### config.mk
export PLATFORM = sky130hd
export DESIGN_NAME = dsph_top
export DESIGN_NICKNAME = d
export VERILOG_FILES = /design/src/dsph_pkg.sv /design/src/dsph_sync_if.sv /design/src/dsph_top.sv /design/src/dsph_sync.sv
export SDC_FILE = /design/constraint.sdc
export NUM_CORES = 1
export LEC_CHECK = 0
export ABC_AREA = 1
export BUFFER_PORTS_ARGS = -buffer_cell sky130_fd_sc_hd__buf_4
export CORE_MARGIN = 3
export CORE_UTILIZATION = 44
export CTS_CLUSTER_DIAMETER = 30
export DETAILED_ROUTE_END_ITERATION = 6
export PLACE_DENSITY = 0.71
export SLEW_MARGIN = 0
export SYNTH_ARGS = -nofsm -noshare
export SYNTH_HDL_FRONTEND = slang
export SYNTH_SLANG_ARGS = --single-unit
export TNS_END_PERCENT = 5
### constraint.sdc
create_clock -name clk -period 1.43 [get_ports clk]
set_clock_uncertainty 0.2 [all_clocks]
set_input_delay 0.0715 -clock clk [delete_from_list [all_inputs] [get_ports clk]]
set_output_delay 0.0715 -clock clk [all_outputs]
set_load 0.01 [all_outputs]
### src/dsph_pkg.sv
// Purpose: constants and types for the deep sleep power handshake block
// Assumes: one 100 MHz clock, resume-well reset active low
// Notes: no software registers; control arrives on plain ports
// Overview of operation
// RULE1 - drive soft-off plane control low while in soft-off state
// RULE2 - drive deep-sleep indication low while in deep-sleep state
// RULE3 - drive deep-sleep indication high on deep-sleep exit
// RULE4 - drive suspend warning low before entering deep sleep
// RULE5 - controller prepares for suspend power loss on warning fall
// RULE6 - controller prepares for primary activity on warning rise
// RULE7 - controller makes acknowledge match warning once prepared
// RULE8 - ignore wake events while warning asserted and acknowledge not
// RULE9 - platform may tie acknowledge straight to warning
// RULE10 - acknowledge need only follow warning when deep sleep supported
// RULE11 - warning and power-down acknowledge share one pin
// RULE12 - drive power-down acknowledge high when engine frees primary well
// RULE13 - after active-sleep control deasserts, hold exit while holdoff asserted
// RULE14 - ignore holdoff input when enhanced serial interface enabled
// RULE15 - suspend clock is buffered copy of rtc clock
// RULE16 - active-sleep control output powers the active sleep well
// RULE17 - synchronise acknowledge and holdoff inputs with two flops
package dsph_pkg;
  localparam int DSPH_SYNC_STAGES = 2;
  localparam int DSPH_WAKE_LATCH_BITS = 1;
  localparam logic DSPH_RESET_HIGH = 1'h1;
  localparam logic DSPH_RESET_LOW = 1'h0;
  typedef enum logic [2:0] {
    dsph_st_on,
    dsph_st_sleep,
    dsph_st_warn_enter,
    dsph_st_deep,
    dsph_st_warn_exit,
    dsph_st_holdoff
  } dsph_state_t;
endpackage : dsph_pkg

### src/dsph_sync_if.sv
// Purpose: carries raw and synchronised handshake inputs
// Assumes: single clock domain
// Notes: raw side driven by top, clean side by the synchroniser
`timescale 1ns/100ps
interface dsph_sync_if;
  logic ack_raw_n;
  logic holdoff_raw_n;
  logic ack_n;
  logic holdoff_n;
  modport sync (input ack_raw_n, input holdoff_raw_n, output ack_n, output holdoff_n);
  modport user (output ack_raw_n, output holdoff_raw_n, input ack_n, input holdoff_n);
endinterface : dsph_sync_if

### src/dsph_top.sv
// Purpose: sleep outputs, deep sleep warn/ack handshake and exit holdoff
// Assumes: sleep requests come from the power sequencer as levels
// Notes: suspend clock passes straight through; it is not retimed
`timescale 1ns/100ps
module dsph_top (
  input wire logic clk,
  input wire logic resetn,
  input wire logic rtc_clk,
  input wire logic soft_off_req,
  input wire logic sleep_req,
  input wire logic deep_sleep_en,
  input wire logic deep_sleep_req,
  input wire logic wake_event,
  input wire logic engine_pd_ok,
  input wire logic espi_enabled,
  input wire logic suspend_ack_in_n,
  input wire logic sleep_exit_holdoff_n,
  output logic soft_off_plane_ctl_n,
  output logic active_sleep_ctl_n,
  output logic deep_sleep_state_n,
  output logic suspend_warn_out_n,
  output logic suspend_rtc_clk_out,
  output logic wake_accepted,
  output logic sleep_exit_done
);
  import dsph_pkg::*;

  dsph_sync_if sif ();
  dsph_state_t state;
  dsph_state_t next_state;
  logic ack_matches;
  logic wake_pending;
  logic holdoff_active;
  logic warn_level;
  logic pd_ack;

  // awake means the active sleep well is powered: fully on, or waiting out the holdoff
  function automatic logic dsph_awake(input dsph_state_t st);
    return (st == dsph_st_on) || (st == dsph_st_holdoff);
  endfunction : dsph_awake

  assign sif.ack_raw_n = suspend_ack_in_n;
  assign sif.holdoff_raw_n = sleep_exit_holdoff_n;

  dsph_sync u_sync (
    .clk(clk),
    .resetn(resetn),
    .s(sif)
  );

  // acknowledge agrees with the warning level the pin currently shows
  assign ack_matches = (sif.ack_n == suspend_warn_out_n);
  // RULE14 holdoff masked under espi
  assign holdoff_active = !sif.holdoff_n && !espi_enabled;

  // wakes are remembered, only honoured once the handshake allows
  always_ff @(posedge clk or negedge resetn) begin
    if (!resetn) begin
      wake_pending <= DSPH_RESET_LOW;
    end else if (state == dsph_st_on) begin
      wake_pending <= DSPH_RESET_LOW;
    end else if (wake_event) begin
      wake_pending <= DSPH_RESET_HIGH;
    end
  end

  always_comb begin
    next_state = state;
    unique case (state)
      dsph_st_on: begin
        if (sleep_req || soft_off_req) begin
          next_state = dsph_st_sleep;
        end
      end
      dsph_st_sleep: begin
        if (wake_pending) begin
          next_state = dsph_st_holdoff;
        end else if (deep_sleep_en && deep_sleep_req) begin
          next_state = dsph_st_warn_enter;
        end
      end
      // RULE8 no wake before ack
      dsph_st_warn_enter: begin
        if (ack_matches) begin
          next_state = wake_pending ? dsph_st_warn_exit : dsph_st_deep;
        end
      end
      dsph_st_deep: begin
        if (wake_pending) begin
          next_state = dsph_st_warn_exit;
        end
      end
      dsph_st_warn_exit: begin
        if (ack_matches) begin
          next_state = dsph_st_holdoff;
        end
      end
      // RULE13 hold exit while asserted
      dsph_st_holdoff: begin
        if (!holdoff_active) begin
          next_state = dsph_st_on;
        end
      end
      default: next_state = dsph_st_on;
    endcase
  end

  always_ff @(posedge clk or negedge resetn) begin
    if (!resetn) begin
      state <= dsph_st_on;
    end else begin
      state <= next_state;
    end
  end

  // one-cycle pulses marking the accepted wake and the end of holdoff
  always_ff @(posedge clk or negedge resetn) begin
    if (!resetn) begin
      wake_accepted <= DSPH_RESET_LOW;
      sleep_exit_done <= DSPH_RESET_LOW;
    end else begin
      wake_accepted <= (state != dsph_st_holdoff) && (next_state == dsph_st_holdoff);
      sleep_exit_done <= (state == dsph_st_holdoff) && (next_state == dsph_st_on);
    end
  end

  // RULE1 soft-off plane low
  always_ff @(posedge clk or negedge resetn) begin
    if (!resetn) begin
      soft_off_plane_ctl_n <= DSPH_RESET_HIGH;
    end else if (dsph_awake(next_state)) begin
      soft_off_plane_ctl_n <= DSPH_RESET_HIGH;
    end else if (soft_off_req) begin
      soft_off_plane_ctl_n <= DSPH_RESET_LOW;
    end
  end

  // RULE16 active sleep well control
  // deasserted on the same edge that enters holdoff so the holdoff window follows it
  always_ff @(posedge clk or negedge resetn) begin
    if (!resetn) begin
      active_sleep_ctl_n <= DSPH_RESET_HIGH;
    end else begin
      active_sleep_ctl_n <= dsph_awake(next_state);
    end
  end

  // RULE2 deep sleep low
  // RULE3 high on exit
  always_ff @(posedge clk or negedge resetn) begin
    if (!resetn) begin
      deep_sleep_state_n <= DSPH_RESET_HIGH;
    end else begin
      deep_sleep_state_n <= (next_state != dsph_st_deep);
    end
  end

  // RULE4 warn low before deep
  always_ff @(posedge clk or negedge resetn) begin
    if (!resetn) begin
      warn_level <= DSPH_RESET_HIGH;
    end else if (next_state == dsph_st_warn_enter || next_state == dsph_st_deep) begin
      warn_level <= DSPH_RESET_LOW;
    end else begin
      warn_level <= DSPH_RESET_HIGH;
    end
  end

  // RULE12 power-down ack
  always_ff @(posedge clk or negedge resetn) begin
    if (!resetn) begin
      pd_ack <= DSPH_RESET_LOW;
    end else begin
      pd_ack <= engine_pd_ok;
    end
  end

  // RULE11 shared pin
  // deep sleep platforms never need the power-down acknowledge
  assign suspend_warn_out_n = deep_sleep_en ? warn_level : pd_ack;

  // RULE15 buffered rtc clock
  // retiming through clk would distort a clock, so it passes through
  assign suspend_rtc_clk_out = rtc_clk;
endmodule : dsph_top

### src/dsph_sync.sv
// Purpose: two-flop synchronisers for acknowledge and holdoff inputs
// Assumes: inputs idle high (deasserted) at reset
// Notes: first stage feeds only the second stage
`timescale 1ns/100ps
module dsph_sync (
  input wire logic clk,
  input wire logic resetn,
  dsph_sync_if.sync s
);
  import dsph_pkg::*;
  logic [DSPH_SYNC_STAGES-1:0] ack_pipe;
  logic [DSPH_SYNC_STAGES-1:0] hold_pipe;
  // RULE17 two-flop sync
  always_ff @(posedge clk or negedge resetn) begin
    if (!resetn) begin
      ack_pipe <= '1;
      hold_pipe <= '1;
    end else begin
      ack_pipe <= {ack_pipe[0], s.ack_raw_n};
      hold_pipe <= {hold_pipe[0], s.holdoff_raw_n};
    end
  end
  assign s.ack_n = ack_pipe[DSPH_SYNC_STAGES-1];
  assign s.holdoff_n = hold_pipe[DSPH_SYNC_STAGES-1];
endmodule : dsph_sync

==> flow_summary.json, run 1 <==
{
  "startpoint": "u_sync.ack_pipe[1]$_DFF_PN1_",
  "io_buffers": 16,
  "rr_startpoint": "u_sync.ack_pipe[1]$_DFF_PN1_",
  "endpoint_kind": "register",
  "reg2reg_depth": 9,
  "netlist-cell-type-count": 19,
  "dpl.cell_count": 109,
  "core.rowCount": 13,
  "cts_max_level": 1,
  "pwr_density_cell_nw_per_um2": 1890,
  "drv_slew": 0,
  "rsz0062_at_grt": "true",
  "path_max_fanout": 3,
  "yosys_warnings": 0,
  "grt_max_degree": 10,
  "cts_root_buffer": "clkbuf_4",
  "p_leak_nw": 0.510,
  "grt_pass1_wl_um": 2330,
  "period_minus_slack_ns": 1.57,
  "die-area_sq_um": 2130,
  "crit_path_end": "soft_off_plane_ctl_n$_DFFE_PN1P_",
  "instances_no_fill": 122,
  "cp_data_required_time_ns": 1.44,
  "clkTransAtPathRegs_ns": 0.09,
  "totalWireLength_um": 1560,
  "dr.pass1.iters": 4,
  "die-height_um": 46.2,
  "min_path_type": "input port to register",
  "drc": 0,
  "area_growth_pct": 45.6,
  "drive_gt1_share_pct": 58.9,
  "dpl-instance-area_sq_um": 875,
  "layout.nets": 120,
  "num_io_pins": 19,
  "antenna_found_initial": 0,
  "gp_congestion": 0.776,
  "avgSynthCellArea_sq_um": 9.48,
  "finalCritPeriodShare_pct": 110,
  "yosysSeqAreaShare_pct": 54.2,
  "viasPerCell": 4.84,
  "path_class": "register to register",
  "grt_usage_pct": 16.3,
  "timing.fmax_ghz": 0.637,
  "synthCells": 75,
  "postLayoutCellArea_sq_um": 1030,
  "cts_tree": "yes",
  "finalHoldViolCount": 0,
  "relSlewSlack_pct": 75.7,
  "overflow": 0,
  "synth_top_area_share_pct": 29.6,
  "ant_nets": 0,
  "setup_viol": 5,
  "wl_per_cell_um": 12.8,
  "rr_endpoint": "soft_off_plane_ctl_n$_DFFE_PN1P_",
  "max_cap_viol_count": 0,
  "layout_setup_ws_ns": -0.140,
  "multiInputGateArea_sq_um": 319,
  "first_iter_violations": 17,
  "vias": 591,
  "violations": "negative setup slack",
  "synth_top_area_cell": "dfstp_2",
  "die_x_um": 46.2,
  "core-area_sq_um": 1400,
  "ir_worst_vdd_mv": 1.25,
  "status": "finished with violations",
  "start_util_pct": 50.8,
  "syn-num-nets": 87,
  "rrSetupSlack_ns": -0.14,
  "critical_path_arrival_ns": 1.58,
  "synth_area_leaders": "dfstp_2 30%, dfrtp_1 25%, nand2_1 7.9%",
  "synth_area_sq_um": 711,
  "clk_latency_ns": 0.28,
  "grt_pass1_vias": 545,
  "hold_ws_ns": 0.0645,
  "worstSetupStartpointType": "register",
  "dp_hpwl_um": 967,
  "seq_area_sq_um": 389,
  "numClockSinks": 15,
  "synth_seq_cells": 15,
  "fillers": 111,
  "cts_buffers": 3,
  "cts_buffer_depth": 2,
  "insertedDiodeCount": 0,
  "tightestPinTransition_ns": 0.363
}
[cells in the mapped netlist, drive strengths merged]
cell type	instances
o21a	1
dfstp	8
nor3	3
a21oi	2
nor2	10
buf	1
nand2	22
nand3	7
a31oi	1
inv	11
nand4	1
dfrtp	7
o21ai	1
[power breakdown]
group          internal, mW  switching (mW)
clock network         0.108           0.130
registers             0.597           0.130
logic                 0.433           0.559
[critical path, stage by stage, from the launching register on]
cell	delay, ns
dfstp_2	0.57
inv_1	0.07
nand3_2	0.10
nand3_2	0.08
nand2_2	0.10
nand2_2	0.06
nand2_2	0.08
nand2_2	0.06
nand2_2	0.09
nand3_1	0.08
[cell type report]
| class | instances | area share (%) |
|---|---|---|
| clock buffers | 4 | 2.54 |
| inverters | 11 | 4.23 |
| multi-input cells | 48 | 30.8 |
| flip-flops and latches | 15 | 37.6 |
| well taps | 15 | 1.81 |
| repair buffers | 29 | 23.0 |
[stage by stage]
| stage | total power, mW | worst slack (ns) | util, % | setup TNS, ns |
|---|---|---|---|---|
| 6_report | 1.96 | -0.140 | 74.0 | -0.512 |
| 4_1_cts | 1.84 | -0.0887 | 70.5 | -0.294 |
| 3_3_place_gp | 1.56 | -0.0538 | 62.5 | -0.189 |
| 5_1_grt | 2.09 | -0.209 | 74.0 | -0.962 |
| 2_1_floorplan | 1.29 | 0.00986 | - | 0 |
| 3_5_place_dp | 1.57 | -0.0853 | 62.5 | -0.244 |
[worst min-delay path by stage]
stage / slack, ns / to / cells past startpoint / from
final: 0.06 / deep_sleep_state_n$_DFF_PN1_ / 6 / deep_sleep_en
after floorplan: -0.42 / pd_ack$_DFF_PN0_ / 0 / resetn
after detailed placement: -0.27 / wake_pending$_DFFE_PN0P_ / 1 / resetn
after global routing: 0.08 / state[0]$_DFF_PN0_ / 5 / sleep_req
after global placement: -0.27 / wake_pending$_DFFE_PN0P_ / 1 / resetn
after CTS: 0.003 / state[0]$_DFF_PN0_ / 5 / sleep_req
[logic make-up after synthesis]
family,count (synthesis),synth area share [%]
compound gates,5,4.58
simple gates,43,34.3
flops,15,54.2
buf+inv,12,6.87
[registers in the layout, indices dropped and copies added (netlist names)]
name and count:
u_sync.ack_pipe 2, deep_sleep_state_n 1, state 3, sleep_exit_done 1, u_sync.hold_pipe 2, soft_off_plane_ctl_n 1
wake_pending 1, wake_accepted 1, warn_level 1, pd_ack 1, active_sleep_ctl_n 1
[layout by cell type (no fill, tap or decap), drive strengths merged]
cell type    count
dfstp            8
nor3             3
a21oi            2
o21ai            1
o21a             1
dfrtp            7
nor2            10
buf             21
clkbuf           4
nand3            7
inv             11
nand4            1
a31oi            1
dlygate4sd3      8
nand2           22
[layer usage]
| layer | global-route usage [%] | wire (um) | up-vias | share of wire (%) |
|---|---|---|---|---|
| li1 | - | - | 299 | - |
| met1 | 22.1 | 683 | 267 | 44 |
| met2 | 23.4 | 779 | 21 | 50 |
| met3 | 4.69 | 72 | 4 | 4.6 |
| met4 | 8.52 | 27 | 0 | 1.7 |
| met5 | 0 | 0 | - | 0 |
[what timing repair did]
action / 4_1_cts / 5_1_grt
pin swaps: 2 / 4
resized for setup: 1 / 11
setup buffers: 0 / 1
hold endpoints to repair: 21 / 0
setup endpoints to repair: 4 / 7
hold buffers: 8 / 0
(Power assumes the default switching activity.)
==> run 2: changes to the inputs <==
--- a/config.mk
+++ b/config.mk
@@ -5,14 +5,13 @@
 export SDC_FILE = /design/constraint.sdc
 export NUM_CORES = 1
 export LEC_CHECK = 0
-export ABC_AREA = 1
 export BUFFER_PORTS_ARGS = -buffer_cell sky130_fd_sc_hd__buf_4
 export CORE_MARGIN = 3
 export CORE_UTILIZATION = 44
 export CTS_CLUSTER_DIAMETER = 30
 export DETAILED_ROUTE_END_ITERATION = 6
-export PLACE_DENSITY = 0.71
-export SLEW_MARGIN = 0
+export GPL_TIMING_DRIVEN = 0
+export PLACE_DENSITY = 0.72
 export SYNTH_ARGS = -nofsm -noshare
 export SYNTH_HDL_FRONTEND = slang
 export SYNTH_SLANG_ARGS = --single-unit
==> run 2 against run 1 <==
  * The run still ends with negative setup slack left
  * Non-clock buffer count is 2 lower
  * First-iteration DRC count is 12% lower
  * Sequential power is 9.6% lower
  * Utilization is 6.0 points lower
  * Cell area is 9.2% lower
  * Largest power group unchanged
  * Critical path depth is 3 lower
  * Global-route usage is 0.58 points lower
==> flow_summary.json, run 2 <==
{
  "status": "finished with violations",
  "finalCritPeriodShare_pct": 130,
  "dpl.cell_count": 88,
  "power.total_mw": 1.70,
  "instances_no_fill": 99,
  "crit_family": "simple AND/OR/NAND/NOR gates",
  "pre_cts_ws_ns": -0.361,
  "synth_top_area_cell": "dfstp_2",
  "fillers": 93,
  "core.rowCount": 13,
  "avgSynthCellArea_sq_um": 12.2,
  "grt_pass1_wl_um": 2170,
  "synth_area_sq_um": 684,
  "viasPerCell": 5.20,
  "clkTransAtPathRegs_ns": 0.09,
  "drv_slew": 0,
  "cts_buffer_depth": 2,
  "min_path_type": "input port to register",
  "yosysSeqAreaShare_pct": 56.3,
  "seq_area_sq_um": 385,
  "wl_per_cell_um": 13.5,
  "synth_top_area_share_pct": 30.7,
  "layout_setup_ws_ns": -0.428,
  "hold_path_end": "deep_sleep_state_n$_DFF_PN1_",
  "rsz0062_at_grt": "true",
  "hold_start": "deep_sleep_en",
  "antenna_found_initial": 0,
  "cts_buffers": 3,
  "rr_endpoint": "soft_off_plane_ctl_n$_DFFE_PN1P_",
  "die-area_sq_um": 2060,
  "final_common_cell": "buf_4",
  "insertedDiodeCount": 0,
  "netlist-cell-type-count": 29,
  "die-height_um": 45.4,
  "layout.nets": 97,
  "numClockSinks": 15,
  "grt_max_degree": 11,
  "period_minus_slack_ns": 1.86,
  "overflow": 0,
  "multiInputGateArea_sq_um": 269,
  "totalWireLength_um": 1340,
  "tightestPinTransition_ns": 0.380,
  "rr_startpoint": "state[2]$_DFF_PN0_",
  "grt_pass1_vias": 484,
  "endpoint_kind": "register",
  "path_class": "register to register",
  "grt_usage_pct": 15.7,
  "synth-edff-count": 0,
  "dp_hpwl_um": 877,
  "async_flop_share_pct": 100,
  "critical_path_arrival_ns": 1.89,
  "max_cap_viol_count": 0,
  "yosysMostFrequentCell": "dfstp_2",
  "drc": 0,
  "synthCells": 56,
  "setup_viol": 8,
  "rrSetupSlack_ns": -0.43,
  "cts_root_buffer": "clkbuf_4",
  "gp_congestion": 0.831,
  "synth_ff_type": "dfstp_2",
  "synth_area_leaders": "dfstp_2 31%, dfrtp_1 26%, nand4bb_4 4.0%",
  "setup-tns-final_ns": -2.09,
  "path_cells": "buf_4, and3b_1, a222oi_1, o21ai_1, nand4bb_4, nand3_1",
  "vias": 515,
  "critical_path.slowest_cell": "dfrtp_1",
  "final_util_pct": 68.0,
  "reg2reg_depth": 6,
  "clk_latency_ns": 0.29,
  "worstSetupStartpointType": "register",
  "io_buffers": 17,
  "start_util_pct": 49.5,
  "relSlewSlack_pct": 74.6,
  "cts_max_level": 1,
  "dr.pass1.iters": 4,
  "min_path_cells": 5,
  "ant_nets": 0,
  "core-area_sq_um": 1380,
  "ir_worst_vdd_mv": 1.14,
  "p_leak_nw": 0.420,
  "num_io_pins": 19,
  "cts_tree": "yes",
  "synth_seq_cells": 15,
  "area_growth_pct": 37.3,
  "drive_gt1_share_pct": 46.4,
  "first_iter_violations": 15,
  "pwr_density_cell_nw_per_um2": 1810,
  "finalHoldViolCount": 0,
  "yosys_warnings": 0,
  "cp_data_required_time_ns": 1.46,
  "syn-num-nets": 68,
  "path_max_fanout": 10,
  "timing.fmax_ghz": 0.538,
  "worst_path_largest_cell_delay_ns": 0.38,
  "largest-register": "state",
  "mostFrequentLayoutCells": "18 x buf_4, 8 x dfstp_2, 7 x dlygate4sd3_1, 7 x dfrtp_1, 5 x inv_1",
  "largest_reg_flops": 3,
  "reg_top3": "state x3, u_sync.ack_pipe x2, u_sync.hold_pipe x2",
  "die_x_um": 45.4,
  "synth_top_cells_by_count": "8 x dfstp_2, 7 x dfrtp_1, 5 x inv_1",
  "violations": "negative setup slack",
  "path_buf_inv": 1
}
## run 2: cell types whose count changed after synthesis, moves of 3 or more
cell and change:
nand3_1 -3, nand2_2 -6, nor3_2 -3, nand3_2 -3
nor2_2 -5, inv_2 -4, nand2_1 -12
## run 2: where the power goes
part,total [mW],internal [mW],switching [mW]
clock,0.237,0.108,0.129
sequential,0.658,0.579,0.0788
combinational,0.806,0.410,0.396
total,1.70,1.10,0.603
## run 2: layout make-up
| cell class | count | area share [%] |
|---|---|---|
| Buffer | 3 | 2.13 |
| Clock buffer | 4 | 2.80 |
| Inverter | 5 | 2.00 |
| Multi-Input combinational cell | 33 | 28.6 |
| Sequential cell | 15 | 41.0 |
| Tap cell | 15 | 2.00 |
| Timing Repair Buffer | 24 | 21.4 |
## run 2: cell families after synthesis
family,count (synthesis),share of synthesized area [%]
xor gates and xnor gates,1,2.38
AOI/OAI and AO/OA,10,11.9
and+or+nand+nor,21,22.1
buffers and inverters,8,5.30
DFF,15,56.3
muxes,1,2.01
## run 2: through the flow
stage / hold WS [ns] / cell area, sq um
after floorplan: -0.424 / 693
after global placement: -0.268 / 840
after detailed placement: -0.267 / 840
after CTS: 0.0973 / 936
after global routing: 0.122 / 940
final: 0.0963 / 940
## run 2: tightest hold or removal path: cells and delay by family
| family | cells | cell delay [ns] |
|---|---|---|
| muxes | 1 | 0.08 |
| buffers and inverters | 2 | 0.16 |
| AOI/OAI and AO/OA | 1 | 0.07 |
| xor gates and xnor gates | 1 | 0.20 |
## run 2: how the worst max path moves through the flow
stage	from	endpoint	slack, ns	cells past startpoint
2_1_floorplan	state[2]$_DFF_PN0_	soft_off_plane_ctl_n$_DFFE_PN1P_	-0.21	6
3_3_place_gp	state[2]$_DFF_PN0_	soft_off_plane_ctl_n$_DFFE_PN1P_	-0.34	6
3_5_place_dp	state[2]$_DFF_PN0_	soft_off_plane_ctl_n$_DFFE_PN1P_	-0.36	6
4_1_cts	state[2]$_DFF_PN0_	soft_off_plane_ctl_n$_DFFE_PN1P_	-0.40	6
5_1_grt	state[2]$_DFF_PN0_	soft_off_plane_ctl_n$_DFFE_PN1P_	-0.49	6
6_report	state[2]$_DFF_PN0_	soft_off_plane_ctl_n$_DFFE_PN1P_	-0.43	6
## run 2: layer usage
layer	track usage (%)	part of all wire, %
met5	0	0
met1	17.4	42
met3	5.93	6.4
met2	25.6	50
met4	8.77	2.1
## run 2: what timing repair did
action,CTS,global route
hold buffers,7,0
endpoints found under the hold margin,20,0
setup buffers,0,0
setup endpoints to repair,8,10
resized for setup,0,1
pin swaps,1,0
==> run 3: changes to the inputs <==
--- a/config.mk
+++ b/config.mk
@@ -5,13 +5,13 @@
 export SDC_FILE = /design/constraint.sdc
 export NUM_CORES = 1
 export LEC_CHECK = 0
-export BUFFER_PORTS_ARGS = -buffer_cell sky130_fd_sc_hd__buf_4
 export CORE_MARGIN = 3
-export CORE_UTILIZATION = 44
+export CORE_UTILIZATION = 50
 export CTS_CLUSTER_DIAMETER = 30
 export DETAILED_ROUTE_END_ITERATION = 6
+export DONT_BUFFER_PORTS = 1
 export GPL_TIMING_DRIVEN = 0
-export PLACE_DENSITY = 0.72
+export PLACE_DENSITY = 0.68
 export SYNTH_ARGS = -nofsm -noshare
 export SYNTH_HDL_FRONTEND = slang
 export SYNTH_SLANG_ARGS = --single-unit
==> constraint.sdc (replaced) <==
create_clock -name clk -period 1.7 [get_ports clk]
set_clock_uncertainty 0.2 [all_clocks]
set_input_delay 0.085 -clock clk [delete_from_list [all_inputs] [get_ports clk]]
set_output_delay 0.085 -clock clk [all_outputs]
set_load 0.02 [all_outputs]
==> run 3 against run 2 <==
  * The run still ends with negative setup slack left
  * Largest power group unchanged
  * Sequential power decreased by 5.0%
  * Critical path depth decreased by 1
  * Wire length increased by 6.3%
  * Critical endpoint is now sleep_exit_done$_DFF_PN0_
  * Via count decreased by 2.7%
==> flow_summary.json, run 3 (same netlist as run 2, synthesis figures left out) <==
{
  "layout_setup_ws_ns": -0.162,
  "period_minus_slack_ns": 1.86,
  "combPwrFrac_pct": 45.3,
  "insertedDiodeCount": 0,
  "cts_buffers": 3,
  "postLayoutCellArea_sq_um": 836,
  "ir_worst_vdd_mv": 0.795,
  "dpl-instance-area_sq_um": 702,
  "min_path_type": "input port to register",
  "antenna_found_initial": 0,
  "instances_no_fill": 85,
  "wl_per_cell_um": 16.7,
  "rsz0062_at_grt": "true",
  "status": "finished with violations",
  "internal_power_mw": 0.932,
  "p_leak_nw": 0.356,
  "clkTransAtPathRegs_ns": 0.09,
  "path_class": "register to register",
  "ant_nets": 0,
  "path_buf_inv": 0,
  "hold_ws_ns": 0.0448,
  "rr_endpoint": "sleep_exit_done$_DFF_PN0_",
  "cts_max_level": 1,
  "pwr_density_cell_nw_per_um2": 1800,
  "p_clk_share_pct": 13.3,
  "largest-register": "state",
  "critical_path.slowest_cell": "dfrtp_2",
  "p_switching_mw": 0.576,
  "drive_gt1_share_pct": 43.7,
  "layout.nets": 84,
  "worstSetupStartpointType": "register",
  "start_util_pct": 57.7,
  "drc": 0,
  "die-height_um": 43.0,
  "core-area_sq_um": 1190,
  "die-area_sq_um": 1850,
  "switching_share_pct": 38.2,
  "grt_pass1_vias": 522,
  "largest_reg_flops": 3,
  "dp_hpwl_um": 871,
  "first_iter_violations": 35,
  "tightestPinTransition_ns": 0.659,
  "reg2reg_depth": 5,
  "hold_start": "deep_sleep_en",
  "mostFrequentLayoutCells": "8 x buf_4, 8 x dfstp_2, 6 x dlygate4sd3_1",
  "pwr-share-seq_pct": 41.5,
  "path_max_fanout": 4,
  "cts_root_buffer": "clkbuf_4",
  "clk_latency_ns": 0.28,
  "relSlewSlack_pct": 55.9,
  "endpoint_kind": "register",
  "worst_path_largest_cell_delay_ns": 0.45,
  "vias": 501,
  "startpoint": "state[2]$_DFF_PN0_",
  "finalCritPeriodShare_pct": 110,
  "num_io_pins": 19,
  "rr_startpoint": "state[2]$_DFF_PN0_",
  "max_cap_viol_count": 0,
  "numClockSinks": 15,
  "overflow": 0,
  "totalWireLength_um": 1420,
  "cts_buffer_depth": 2,
  "min_path_cells": 4,
  "timing.fmax_ghz": 0.537,
  "dpl.cell_count": 70,
  "rrSetupSlack_ns": -0.16,
  "finalHoldViolCount": 0,
  "die_x_um": 43.0,
  "crit_family": "simple AND/OR/NAND/NOR gates",
  "setup_viol": 5,
  "critical_path_arrival_ns": 1.88,
  "cp_data_required_time_ns": 1.71,
  "reg_top3": "state x3, u_sync.ack_pipe x2, u_sync.hold_pipe x2",
  "drv_slew": 0,
  "core.rowCount": 12,
  "violations": "negative setup slack",
  "viasPerCell": 5.89,
  "grt_max_degree": 16,
  "grt_usage_pct": 16.9,
  "path_cells": "and3b_2, a222oi_1, o21ai_1, nand4bb_4, nor2_2",
  "gp_congestion": 0.874,
  "cts_tree": "yes",
  "io_buffers": 0,
  "area_growth_pct": 22.1,
  "dr.pass1.iters": 4,
  "final_util_pct": 70.5,
  "hold_path_end": "deep_sleep_state_n$_DFF_PN1_",
  "grt_pass1_wl_um": 2350
}
run 3: cell types whose count changed in the layout (fill, tap and decap cells not counted), moves of 2 or more:
| cell | change |
|---|---|
| buf_4 | -10 |
| dfrtp_1 | -2 |
| dfrtp_2 | +2 |
| o21ai_0 | -2 |
| o21ai_1 | +2 |
run 3: power by group through the flow:
stage	logic, mW	registers [mW]	clock network, mW
after floorplan	0.456	0.592	0
after global routing	0.738	0.637	0.225
after detailed placement	0.530	0.614	0
final	0.682	0.625	0.200
after CTS	0.609	0.620	0.205
after global placement	0.506	0.606	0
run 3: stage by stage:
stage	power [mW]	setup TNS, ns	setup slack (ns)
finish	1.51	-0.577	-0.162
detailed placement	1.14	-0.728	-0.212
global route	1.60	-0.831	-0.207
global placement	1.11	-0.260	-0.0785
floorplan	1.05	0	0.0137
CTS	1.43	-0.302	-0.100
run 3: worst register-to-register path, stage by stage, from the launching register on:
cell,delay [ns]
dfrtp_2,0.45
and3b_2,0.23
a222oi_1,0.35
o21ai_1,0.20
nand4bb_4,0.25
nor2_2,0.11
run 3: per-layer routing:
metal  up-vias  share of wire [%]  global-route usage (%)
li1        221                  -                       -
met1       248                 38                    18.5
met2        30                 52                    32.3
met3         2                8.2                    4.24
met4         0                1.3                    3.01
met5         -                  0                       0
run 3: what timing repair did:
| item | 4_1_cts | 5_1_grt |
|---|---|---|
| hold endpoints to repair | 20 | 0 |
| setup buffers | 5 | 1 |
| resized for setup | 3 | 4 |
| cloned | 0 | 0 |
| hold buffers | 6 | 0 |
| pin swaps | 3 | 1 |
| endpoints found under the setup margin | 4 | 4 |
run 3: worst max-delay path by stage:
stage | end | slack (ns) | cells after the start
after floorplan | soft_off_plane_ctl_n$_DFFE_PN1P_ | 0.01 | 6
after global placement | soft_off_plane_ctl_n$_DFFE_PN1P_ | -0.08 | 6
after detailed placement | sleep_exit_done$_DFF_PN0_ | -0.21 | 6
after CTS | sleep_exit_done$_DFF_PN0_ | -0.1 | 5
after global routing | sleep_exit_done$_DFF_PN0_ | -0.21 | 5
final | sleep_exit_done$_DFF_PN0_ | -0.16 | 5
run 3: layout make-up:
| cell class | count | area (sq um) |
|---|---|---|
| inverters | 5 | 18.8 |
| repair buffers | 12 | 105 |
| fillers | 78 | 350 |
| multi-input cells | 33 | 264 |
| flip-flops and latches | 15 | 388 |
| clock buffers | 3 | 22.5 |
| well taps | 14 | 17.5 |
| plain buffers | 2 | 15.0 |
| clock inverters | 1 | 5.00 |
